<file path="config.mk">
export PLATFORM = sky130hd
export DESIGN_NAME = rso_reset_out
export DESIGN_NICKNAME = d
export VERILOG_FILES = /design/src/core/rso_pkg.sv /design/src/core/rso_cmd_if.sv /design/src/core/rso_frame.sv /design/src/core/rso_reset_out.sv
export SDC_FILE = /design/constraint.sdc
export NUM_CORES = 1
export LEC_CHECK = 0
export BUFFER_PORTS_ARGS = -buffer_cell sky130_fd_sc_hd__buf_2
export CAP_MARGIN = 15
export CELL_PAD_IN_SITES_DETAIL_PLACEMENT = 1
export CELL_PAD_IN_SITES_GLOBAL_PLACEMENT = 2
export CORE_UTILIZATION = 31
export CTS_CLUSTER_SIZE = 40
export DETAILED_ROUTE_END_ITERATION = 12
export MAX_ROUTING_LAYER = met4
export PLACE_DENSITY_LB_ADDON = 0.2
export SLEW_MARGIN = 40
export SYNTH_ARGS = -nofsm -noshare
export SYNTH_HDL_FRONTEND = slang
export SYNTH_SLANG_ARGS = --single-unit
</file>
<file path="constraint.sdc">
create_clock -name clk -period 0.88 [get_ports clk]
set_clock_uncertainty 0.15 [all_clocks]
set_input_delay 0.088 -clock clk [delete_from_list [all_inputs] [get_ports clk]]
set_output_delay 0.088 -clock clk [all_outputs]
set_load 0.01 [all_outputs]
</file>
<file path="src/core/rso_pkg.sv">
package rso_pkg;

    // Clock rate
    localparam int unsigned CLK_HZ            = 100_000_000;
    // Reset filter time in microseconds; plain default
    localparam int unsigned FILTER_TIME_US    = 10;
    // Reset delay time in microseconds; plain default
    localparam int unsigned DELAY_TIME_US     = 10;
    // Times convert to whole cycles; cycles per microsecond round down
    localparam int unsigned FILTER_CYCLES     = (FILTER_TIME_US * (CLK_HZ / 1_000_000));
    localparam int unsigned DELAY_CYCLES      = (DELAY_TIME_US * (CLK_HZ / 1_000_000));
    localparam int unsigned CNT_W             = 16;

    // Mode field value that commands a soft reset
    localparam logic [1:0]  MODE_SOFT_RESET   = 2'h3;
    // Threshold select after reset: lowest
    localparam logic [1:0]  THRESH_RESET      = 2'h0;
    // Soft reset drives output after reset
    localparam logic        SRDO_RESET        = 1'b1;

    // Device operating states seen by this block
    typedef enum logic [2:0]
    {
        RSO_INIT,
        RSO_NORMAL,
        RSO_STOP,
        RSO_SLEEP,
        RSO_RESTART,
        RSO_FAILSAFE
    } rso_state_e;

endpackage

</file>
<file path="src/core/rso_cmd_if.sv">
`timescale 1ns/1ps
// Soft reset command carried from the frame decoder to the sequencer
interface rso_cmd_if;
    logic       soft_req;
    modport src (output soft_req);
    modport dst (input  soft_req);
endinterface

</file>
<file path="src/core/rso_frame.sv">
`timescale 1ns/1ps
// Decodes a finished write frame into a soft reset request pulse
module rso_frame
(
    input  wire logic   clk,
    input  wire logic   rst_n,
    input  wire logic   frame_end,
    input  wire logic   frame_valid,
    input  wire logic   frame_write,
    input  wire logic [1:0] frame_mode,
    input  wire logic   mode_reg_hit,
    rso_cmd_if.src      cmd
);

    ////////////////////////////////////////////////////////////////////////////
    // Only a complete, well formed write to the mode field counts
    always_ff @(posedge clk or negedge rst_n)
    begin
        if (!rst_n)
            cmd.soft_req <= 1'b0;
        else
            cmd.soft_req <= frame_end && frame_valid && frame_write && mode_reg_hit
                            && (frame_mode == rso_pkg::MODE_SOFT_RESET); // RULE_11
    end

endmodule // rso_frame

</file>
<file path="src/core/rso_reset_out.sv">
`timescale 1ns/1ps
// Behaviour
// RULE_01 - Event pulls output low after filter time, held through event plus delay
// RULE_02 - At power-up output held low until regulator good plus delay time
// RULE_03 - Watchdog trigger failure is a reset event
// RULE_04 - Undervoltage threshold selectable by setting; lowest after reset
// RULE_05 - Output actively pulled low when regulator above 1V and supply above POR
// RULE_06 - Controller requests soft reset by writing mode field value 11
// RULE_07 - Soft reset returns device to init and restores register defaults
// RULE_08 - Default configuration asserts output on soft reset with same delay; code does so only from RO_HIGH, the other sequencer states ignore it
// RULE_09 - Alternative configuration performs soft reset without asserting output
// RULE_10 - Soft reset accepted only in normal or stop state
// RULE_11 - Soft reset takes effect at chip select release of valid write frame
module rso_reset_out
(
    input  wire logic       clk,
    input  wire logic       rstn,
    input  wire logic       supply_por_ok,
    input  wire logic       regulator_above_1v,
    input  wire logic       regulator_undervoltage,
    input  wire logic       watchdog_fail,
    input  wire rso_pkg::rso_state_e dev_state,
    input  wire logic       frame_end,
    input  wire logic       frame_valid,
    input  wire logic       frame_write,
    input  wire logic       mode_reg_hit,
    input  wire logic [1:0] frame_mode,
    input  wire logic       cfg_write,
    input  wire logic [1:0] cfg_thresh,
    input  wire logic       cfg_srdo,
    output logic            reset_out_pin,
    output logic            reset_out_oe,
    output logic            soft_reset_pulse,
    output logic [1:0]      undervoltage_reset_threshold,
    output logic            soft_reset_drives_output
);

    ////////////////////////////////////////////////////////////////////////////
    // Reset release through two flip-flops
    logic rst_meta;
    logic rst_n;
    always_ff @(posedge clk or negedge rstn)
    begin
        if (!rstn)
        begin
            rst_meta <= 1'b0;
            rst_n    <= 1'b0;
        end
        else
        begin
            rst_meta <= 1'b1;
            rst_n    <= rst_meta;
        end
    end

    ////////////////////////////////////////////////////////////////////////////
    // Soft reset command decode
    rso_cmd_if cmd ();
    rso_frame u_frame
    (
        .clk          (clk),
        .rst_n        (rst_n),
        .frame_end    (frame_end),
        .frame_valid  (frame_valid),
        .frame_write  (frame_write),
        .frame_mode   (frame_mode),
        .mode_reg_hit (mode_reg_hit),
        .cmd          (cmd)
    );

    // Accepted only in normal or stop; ignored elsewhere with no change
    logic soft_go;
    assign soft_go = cmd.soft_req &&
                     (dev_state == rso_pkg::RSO_NORMAL || dev_state == rso_pkg::RSO_STOP); // RULE_10

    ////////////////////////////////////////////////////////////////////////////
    // Settings; soft reset restores defaults and wins over a same-cycle write
    always_ff @(posedge clk or negedge rst_n)
    begin
        if (!rst_n)
        begin
            undervoltage_reset_threshold <= rso_pkg::THRESH_RESET; // RULE_04
            soft_reset_drives_output     <= rso_pkg::SRDO_RESET;
        end
        else if (soft_go)
        begin
            undervoltage_reset_threshold <= rso_pkg::THRESH_RESET; // RULE_07
            soft_reset_drives_output     <= rso_pkg::SRDO_RESET;   // RULE_07
        end
        else if (cfg_write)
        begin
            undervoltage_reset_threshold <= cfg_thresh; // RULE_04
            soft_reset_drives_output     <= cfg_srdo;
        end
    end

    // One-cycle pulse to the rest of the chip: go to init, registers default
    always_ff @(posedge clk or negedge rst_n)
    begin
        if (!rst_n)
            soft_reset_pulse <= 1'b0;
        else
            soft_reset_pulse <= soft_go; // RULE_07
    end

    ////////////////////////////////////////////////////////////////////////////
    // Output sequencer
    typedef enum logic [1:0] { RO_POWERUP, RO_HIGH, RO_FILTER, RO_LOW } rso_ro_e;
    rso_ro_e                  ro_state;
    logic [rso_pkg::CNT_W-1:0] cnt;
    logic                     event_now;
    // Undervoltage comparator already uses the selected threshold
    assign event_now = regulator_undervoltage || watchdog_fail; // RULE_03

    always_ff @(posedge clk or negedge rst_n)
    begin
        if (!rst_n)
        begin
            ro_state <= RO_POWERUP;
            cnt      <= '0;
        end
        else
        begin
            unique case (ro_state)
                RO_POWERUP:
                    // Regulator not yet good: stay low, then run delay
                    if (regulator_undervoltage)
                        cnt <= '0; // RULE_02
                    else if (cnt == rso_pkg::CNT_W'(rso_pkg::DELAY_CYCLES - 1))
                    begin
                        ro_state <= RO_HIGH; // RULE_02
                        cnt      <= '0;
                    end
                    else
                        cnt <= cnt + 1'b1;
                RO_HIGH:
                    if (soft_go && soft_reset_drives_output) // RULE_09
                    begin
                        ro_state <= RO_LOW; // RULE_08
                        cnt      <= '0;
                    end
                    else if (event_now)
                    begin
                        ro_state <= RO_FILTER; // RULE_01
                        cnt      <= '0;
                    end
                RO_FILTER:
                    // Short glitches do not reach the pin
                    if (!event_now)
                        ro_state <= RO_HIGH;
                    else if (cnt == rso_pkg::CNT_W'(rso_pkg::FILTER_CYCLES - 1))
                    begin
                        ro_state <= RO_LOW; // RULE_01
                        cnt      <= '0;
                    end
                    else
                        cnt <= cnt + 1'b1;
                RO_LOW:
                    // Delay restarts while the event persists
                    if (event_now)
                        cnt <= '0; // RULE_01
                    else if (cnt == rso_pkg::CNT_W'(rso_pkg::DELAY_CYCLES - 1))
                    begin
                        ro_state <= RO_HIGH; // RULE_01
                        cnt      <= '0;
                    end
                    else
                        cnt <= cnt + 1'b1;
            endcase
        end
    end

    ////////////////////////////////////////////////////////////////////////////
    // Pin drive; open drain low, pull-up gives the high level
    logic next_low;
    assign next_low = (ro_state == RO_POWERUP) || (ro_state == RO_LOW);
    always_ff @(posedge clk or negedge rst_n)
    begin
        if (!rst_n)
        begin
            reset_out_pin <= 1'b0;
            reset_out_oe  <= 1'b0;
        end
        else
        begin
            reset_out_pin <= 1'b0;
            // Active pull-down only where the supplies allow it
            reset_out_oe  <= next_low && regulator_above_1v && supply_por_ok; // RULE_05
        end
    end

    ////////////////////////////////////////////////////////////////////////////
    // Checks
    // Cycles spent filtering, counted apart from the sequencer so a broken count shows
    logic [rso_pkg::CNT_W-1:0] filt_run;
    always_ff @(posedge clk or negedge rst_n)
    begin
        if (!rst_n)
            filt_run <= '0;
        else if (ro_state == RO_FILTER)
            filt_run <= filt_run + 1'b1;
        else
            filt_run <= '0;
    end
    chk_filter_reach: assert property (@(posedge clk) disable iff (!rst_n) // RULE_01
        (ro_state == RO_FILTER && event_now && filt_run == rso_pkg::CNT_W'(rso_pkg::FILTER_CYCLES - 1))
        |=> (ro_state == RO_LOW))
        else $error("Output not asserted after filter time");
    chk_filter_early: assert property (@(posedge clk) disable iff (!rst_n) // RULE_01
        (ro_state == RO_FILTER && filt_run != rso_pkg::CNT_W'(rso_pkg::FILTER_CYCLES - 1))
        |=> (ro_state != RO_LOW))
        else $error("Output asserted before filter time");
    chk_low_holds: assert property (@(posedge clk) disable iff (!rst_n) // RULE_01
        (ro_state == RO_LOW && event_now) |=> (ro_state == RO_LOW))
        else $error("Output released during event");
    chk_powerup_hold: assert property (@(posedge clk) disable iff (!rst_n) // RULE_02
        (ro_state == RO_POWERUP && regulator_undervoltage) |=> (ro_state == RO_POWERUP))
        else $error("Released before regulator good");
    chk_wdog_event: assert property (@(posedge clk) disable iff (!rst_n) // RULE_03
        (ro_state == RO_HIGH && watchdog_fail && !soft_go) |=> (ro_state == RO_FILTER))
        else $error("Watchdog failure ignored");
    chk_thresh_default: assert property (@(posedge clk) disable iff (!rst_n) // RULE_04
        soft_go |=> (undervoltage_reset_threshold == rso_pkg::THRESH_RESET))
        else $error("Threshold not default after soft reset");
    chk_pull_low: assert property (@(posedge clk) disable iff (!rst_n) // RULE_05
        (next_low && regulator_above_1v && supply_por_ok) |=> reset_out_oe)
        else $error("Output not pulled low");
    chk_soft_pulse: assert property (@(posedge clk) disable iff (!rst_n) // RULE_07
        soft_go |=> soft_reset_pulse)
        else $error("Soft reset not executed");
    chk_soft_asserts: assert property (@(posedge clk) disable iff (!rst_n) // RULE_08
        (soft_go && soft_reset_drives_output && ro_state == RO_HIGH) |=> (ro_state == RO_LOW))
        else $error("Soft reset did not assert output");
    chk_soft_quiet: assert property (@(posedge clk) disable iff (!rst_n) // RULE_09
        (soft_go && !soft_reset_drives_output && ro_state == RO_HIGH && !event_now) |=> (ro_state == RO_HIGH))
        else $error("Soft reset asserted output when disabled");
    chk_state_gate: assert property (@(posedge clk) disable iff (!rst_n) // RULE_10
        (cmd.soft_req && dev_state != rso_pkg::RSO_NORMAL && dev_state != rso_pkg::RSO_STOP) |=> !soft_reset_pulse)
        else $error("Soft reset accepted in wrong state");
    chk_frame_only: assert property (@(posedge clk) disable iff (!rst_n) // RULE_11
        !(frame_end && frame_valid && frame_write && mode_reg_hit) |=> !cmd.soft_req)
        else $error("Soft reset without valid frame");

endmodule // rso_reset_out

</file>
### Word-level counts from Yosys, hierarchy flattened

Index checks and enable logic that the tools add are counted.

| word-level totals | value |
|---|---|
| bits in registers | 26 |
| bits in latches | 0 |
| bits in writable memories | 0 |
| memory bits (read-only) | 0 |
| input bits | 19 |
| output and inout port bits | 6 |
| logic and storage cells | 56 |
| memories | 0 |

| operators by class | value |
|---|---|
| add/subtract/negate cells | 1 |
| multipliers | 0 |
| divide/modulo/power cells | 0 |
| order comparisons | 0 |
| equal/unequal tests | 12 |
| shifts and indexed selects | 0 |
| multiplexer cells | 19 |
| bitwise operators | 0 |
| reductions and logical operators | 15 |

Operators with widths:

| cell | number |
|---|---|
| $mux 16 | 6 |
| $pmux 16 s4 | 1 |
| $mux 2 | 9 |
| $add 16x1->16 const B | 1 |
| $eq 16x10->1 const B | 1 |
| $logic_and 1x1->1 | 8 |
| $pmux 2 s4 | 1 |
| $eq 2x2->1 const B | 3 |
| $ne 2x2->1 const B | 3 |
| $ne 3x3->1 const B | 2 |
| $reduce_and 4->1 | 1 |
| $eq 3x1->1 const B | 1 |
| $eq 3x2->1 const B | 1 |
| $logic_or 1x1->1 | 3 |
| $eq 2x1->1 const B | 1 |
| $logic_not 2->1 | 1 |
| $mux 1 | 2 |
| $reduce_and 2->1 | 1 |
| $reduce_bool 2->1 | 1 |

### Depth between registers and ports, before layout

| logic depth | value |
|---|---|
| depth after elaboration | 6 |
| gate-level depth with buffers | 8 |
| mapped depth without buffers | 7 |

### Cells and area by module

From an unflattened synthesis, not the netlist that was laid out.

| unflattened totals | value |
|---|---|
| cell total of the unflattened synthesis | 160 |
| area total of the unflattened synthesis | 1515.2 um^2 |

By module, submodules not included:

| module | times used | cells an instance | area an instance (um^2) |
|---|---|---|---|
| rso_reset_out | 1 | 156 | 1476.4 |
| rso_frame | 1 | 4 | 38.8 |

### Worst setup path after synthesis

No wires, ideal clock.

| path | value |
|---|---|
| kind | register to register |
| from | register ro_state[0] |
| to | register cnt[12] in the netlist's numbering |
| arrival time | 1680 ps |
| path slack | -1078 ps |
| stages on the path, launching flop included | 9 |
| path through | dfrtp_1 inv_1 ha_1 nand4bb_1 o221a_2 buf_2 and2_1 a31oi_1 o31ai_1 |

| between the ends | value |
|---|---|
| longest elaborated chain between the ends | 3 |

RTL lines:

| item | line | RTL |
|---|---|---|
| from (decl) | rso_reset_out.sv:109 | `rso_ro_e ro_state;` |
| from (signal assigned) | rso_reset_out.sv:119 | `ro_state <= RO_POWERUP;` |
| from (signal assigned) | rso_reset_out.sv:131 | `ro_state <= RO_HIGH;` |
| from (signal assigned) | rso_reset_out.sv:139 | `ro_state <= RO_LOW;` |
| $eq 2x1->1 or $eq 2x2->1 (tied branches) | rso_reset_out.sv:124 | `unique case (ro_state)` |
| $ne 3x3->1 (no line) or $ne 2x2->1 (tied branches) | - |  |
| $reduce_and 2->1 (no line) | - |  |
| to (signal assigned) | rso_reset_out.sv:135 | `cnt <= cnt + 1'b1;` |
| to (signal assigned) | rso_reset_out.sv:157 | `cnt <= cnt + 1'b1;` |
| to (signal assigned) | rso_reset_out.sv:168 | `cnt <= cnt + 1'b1;` |
| to (decl) | rso_reset_out.sv:110 | `logic [rso_pkg::CNT_W-1:0] cnt;` |

Several ways; a longest one is shown, not always the timed one.
A chain may end at the register's enable or synchronous reset.

### Worst setup path after layout

| path | value |
|---|---|
| from | register cnt[0] in the netlist's numbering |
| to | register cnt[12] in the netlist's numbering |

| between the ends | value |
|---|---|
| longest elaborated chain between the ends | 4 |

RTL lines:

| item | line |
|---|---|
| $add 16x1->16 or $eq 16x10->1 (tied branches) | - |
| $mux 16 * | rso_reset_out.sv:129, rso_reset_out.sv:151, rso_reset_out.sv:162 |
| $mux 16, on equally long branches | rso_reset_out.sv:160, rso_reset_out.sv:127, rso_reset_out.sv:149 |
| $pmux 16 s4 * | rso_reset_out.sv:124 |

Every way passes the cells marked *; elsewhere a longest branch is shown, timed or not. The select of a mux whose other input is x is not followed.

==> qor.csv <==
stage,metric,value,unit
outcome,outcome,"finished, violations left",
outcome,violations,"negative hold slack, negative setup slack",
sta,worst_slack,-1090,ps
worst_setup_path,worstPathArrival,2000,ps
layout,syn2layout_area_growth,72.8,%
layout,layoutNonFillerInstCount,322,
clocking,path_clk_slew,100,ps
pwr,internal_power,3.56,mW
layout,fillerInstances,493,
placement,globalplace.congestion,0.898,
layout,fin_nets,281,
worst_setup_path,max_stage_delay,390,ps
grt,antenna_found_initial,0,
sta,rsz0062_at_grt,true,
layout,final_cell_mix,"buf_4, dfrtp_1, buf_2, buf_6",
sta,setup_viol_count_final,28,
pwr,leakagePower,1.25,nW
layout,final_common_cell,buf_4,
logic_synthesis,ys_ff_latch,26,
logic_synthesis,ys_types,51,
worst_setup_path,worstSetupPathType,reg2reg,
placement,placed_cell_area,2140,µm²
worst_setup_path,crit_slowest_cell,or3_1,
pwr,p_sw,2.07,mW
drt,viasPerCell,5.19,
clocking,cts_hold_buffers,11,
logic_synthesis,yosys_warnings,0,
die,die_area,5220,µm²
grt,grt_max_degree,17,
logic_synthesis,ys.flop_type,dfrtp_1,
worst_setup_path,critical_path_buf_inv_count,1,
layout,fin_area,2640,µm²
clocking,clk_latency,290,ps
die,die_w,72.2,µm
logic_synthesis,ys_async_sr_fraction,100,%
worst_setup_path,cp_top_family,simple AND/OR/NAND/NOR gates,
placement,port_buffers,23,
die,initial_core_util,32.4,%
layout,multi_input_area,1050,µm²
layout,register_area,653,µm²
layout,final_core_util,55.9,%
layout,n_antenna_cell,0,
sta,period_needed,1970,ps
drt,postRouteAntennaNets,0,
placement,place.detailed.hpwl,3700,µm
die,chipHeight,72.2,µm
grt,grt_pass1_vias,1861,
grt,grt_overflow_total,0,
drt,dr.pass1.iters,4,
drt,vias,1671,
logic_synthesis,syn_inst,158,
pwr,p_sw_share,36.7,%
drt,avgRoutedWirePerCell,17.8,µm
pwr,clock_power_share,18.8,%
sta,holdWs,-135,ps
sta,fmax,506,MHz
clocking,cts_buffer_depth,2,
clocking,cts_buffers,3,
min_path,hold_class,in2reg,
drt,routed_wl,5720,µm
drt,drcViolationCount,0,
pwr,power_frac_seq,24.7,%
die,ios,25,
grt,grt_pass1_wl,9000,µm
clocking,cts_sinks,26,
clocking,cts_tree,done,
logic_synthesis,avgSynthCellArea,9.68,µm²
placement,dp_slack,-1180,ps
pwr,comb_power_share,56.5,%
worst_setup_path,required,900,ps
sta,post-route-period-util,224,%
sta,hold_viol_final,5,
die,core,4720,µm²
logic_synthesis,synth_edf_count,0,
placement,dp_cells,293,
worst_setup_path,cp_max_fo,4,
layout,drive_gt1_share,51.4,%
sta,slew_viol_final,0,
worst_setup_path,start_kind,flop,
grt,grt_use_total,23.7,%
logic_synthesis,synthesis.nets,183,
clocking,cts_root_buf,clkbuf_8,
die,rows,25,
worst_setup_path,endpoint_kind,flop,
pwr,power.density,2130,nW/µm²
worst_setup_path,crit_chain,ha_2 -> buf_4 -> and3_1 -> nand2_1 -> or3_1 -> a31oi_2 -> o31ai_2,
pwr,peakVddDrop,0.00158,V
logic_synthesis,seq_area_frac_synth,42.6,%
logic_synthesis,syn_area,1530,µm²
clocking,htreeDepth,1,
run,drv_cap,0,
drt,drt_first_iter_violations,56,
[synthesized netlist by cell type, types with 2 or more instances]
cell type / count / area share (%)
o41ai_1: 2 / 1.1
nand2b_1: 2 / 0.82
nor4_1: 2 / 0.82
o21ai_0: 5 / 1.6
nor3_1: 4 / 1.3
inv_1: 8 / 2.0
dfrtp_1: 25 / 41
o31ai_1: 2 / 0.98
nand4_1: 6 / 2.5
and3_1: 2 / 0.82
nand2_1: 14 / 3.4
nor2b_1: 3 / 1.2
nand3_1: 6 / 2.0
mux2i_1: 3 / 2.0
a22o_1: 6 / 3.4
a21o_1: 5 / 2.5
conb_1: 2 / 0.49
o2bb2ai_1: 2 / 1.1
o21ai_1: 8 / 2.6
a21oi_1: 6 / 2.0
ha_1: 6 / 4.9
nor2_1: 10 / 2.5
[through the flow]
step / power [mW] / TNS (ps)
after floorplan: 2.63 / -15900
after global placement: 3.39 / -19180
after detailed placement: 3.50 / -20240
after CTS: 5.19 / -19710
after global routing: 5.92 / -22390
final: 5.63 / -20670
[final timing paths]
| kind | end | slack, ps | startpoint | cells after the start |
|---|---|---|---|---|
| setup reg to reg | cnt[12] | -1090 | cnt[0] | 7 |
| setup / recovery | cnt[12] | -1090 | cnt[0] | 7 |
| hold / removal | soft_reset_drives_output | -130 | cfg_srdo | 2 |
| max in group asynchronous | soft_reset_drives_output | 290 | rst_n | 1 |
| hold reg to reg | u_frame.cmd.soft_req | -90 | rst_n | 0 |
| min in group asynchronous | u_frame.cmd.soft_req | -90 | rst_n | 0 |
[worst reg2reg max path: stages (launching register included)]
cell and delay, ps:
dfrtp_1 380, ha_2 190, buf_4 120, and3_1 170, nand2_1 120, or3_1 390
a31oi_2 230, o31ai_2 100
[power by group through the flow]
stage	registers [mW]	clock network, mW	logic (mW)
after global placement	1.41	0	1.99
after floorplan	1.44	0	1.18
after CTS	1.38	1.07	2.75
final	1.39	1.06	3.18
after detailed placement	1.42	0	2.09
after global routing	1.40	1.11	3.40
[area by class of cell]
class,count,share of cell area [%]
Multi-Input combinational cell,123,39.7
Timing Repair Buffer,94,28.5
Sequential cell,26,24.7
Tap cell,67,3.17
Clock buffer,3,1.56
Inverter,8,1.23
Clock inverter,1,1.14
[repair_timing]
item	4_1_cts	5_1_grt
resized for setup	32	16
gates cloned	2	0
buffers inserted	9	4
pin swaps	15	6
endpoints found under the setup margin	28	28
hold endpoints to repair	8	4
[cells by family (layout without fill, tap and decap cells)]
group                    count (synthesis)  after routing  synth area share, %
XOR/XNOR                                 1              1                0.573
AO/OA/AOI/OAI                           46             47                 21.2
flip-flops                              26             26                 42.6
AND/OR/NAND/NOR                         62             63                 24.0
adder cells (fa/ha/maj)                  6              6                 4.91
buffers and inverters                   11            106                 3.52
other                                    2              2                0.491
multiplexers                             4              4                 2.70
[layer usage]
| metal | global-route usage [%] | wire length (µm) | share of wire [%] | up-vias |
|---|---|---|---|---|
| met2 | 45.1 | 3170 | 55 | 41 |
| met5 | - | 0 | 0 | - |
| met4 | 6.32 | 65 | 1.1 | 0 |
| met3 | 2.78 | 149 | 2.6 | 6 |
| met1 | 26.0 | 2330 | 41 | 837 |
| li1 | - | - | - | 787 |
[registers in the layout (all words and copies together) (netlist names)]
signal                        count
soft_reset_drives_output          1
reset_out_oe                      1
ro_state                          2
rst_meta                          1
undervoltage_reset_threshold      2
u_frame.cmd.soft_req              1
soft_reset_pulse                  1
cnt                              16
rst_n                             1
No activity file was read; power rests on OpenSTA's default activity.
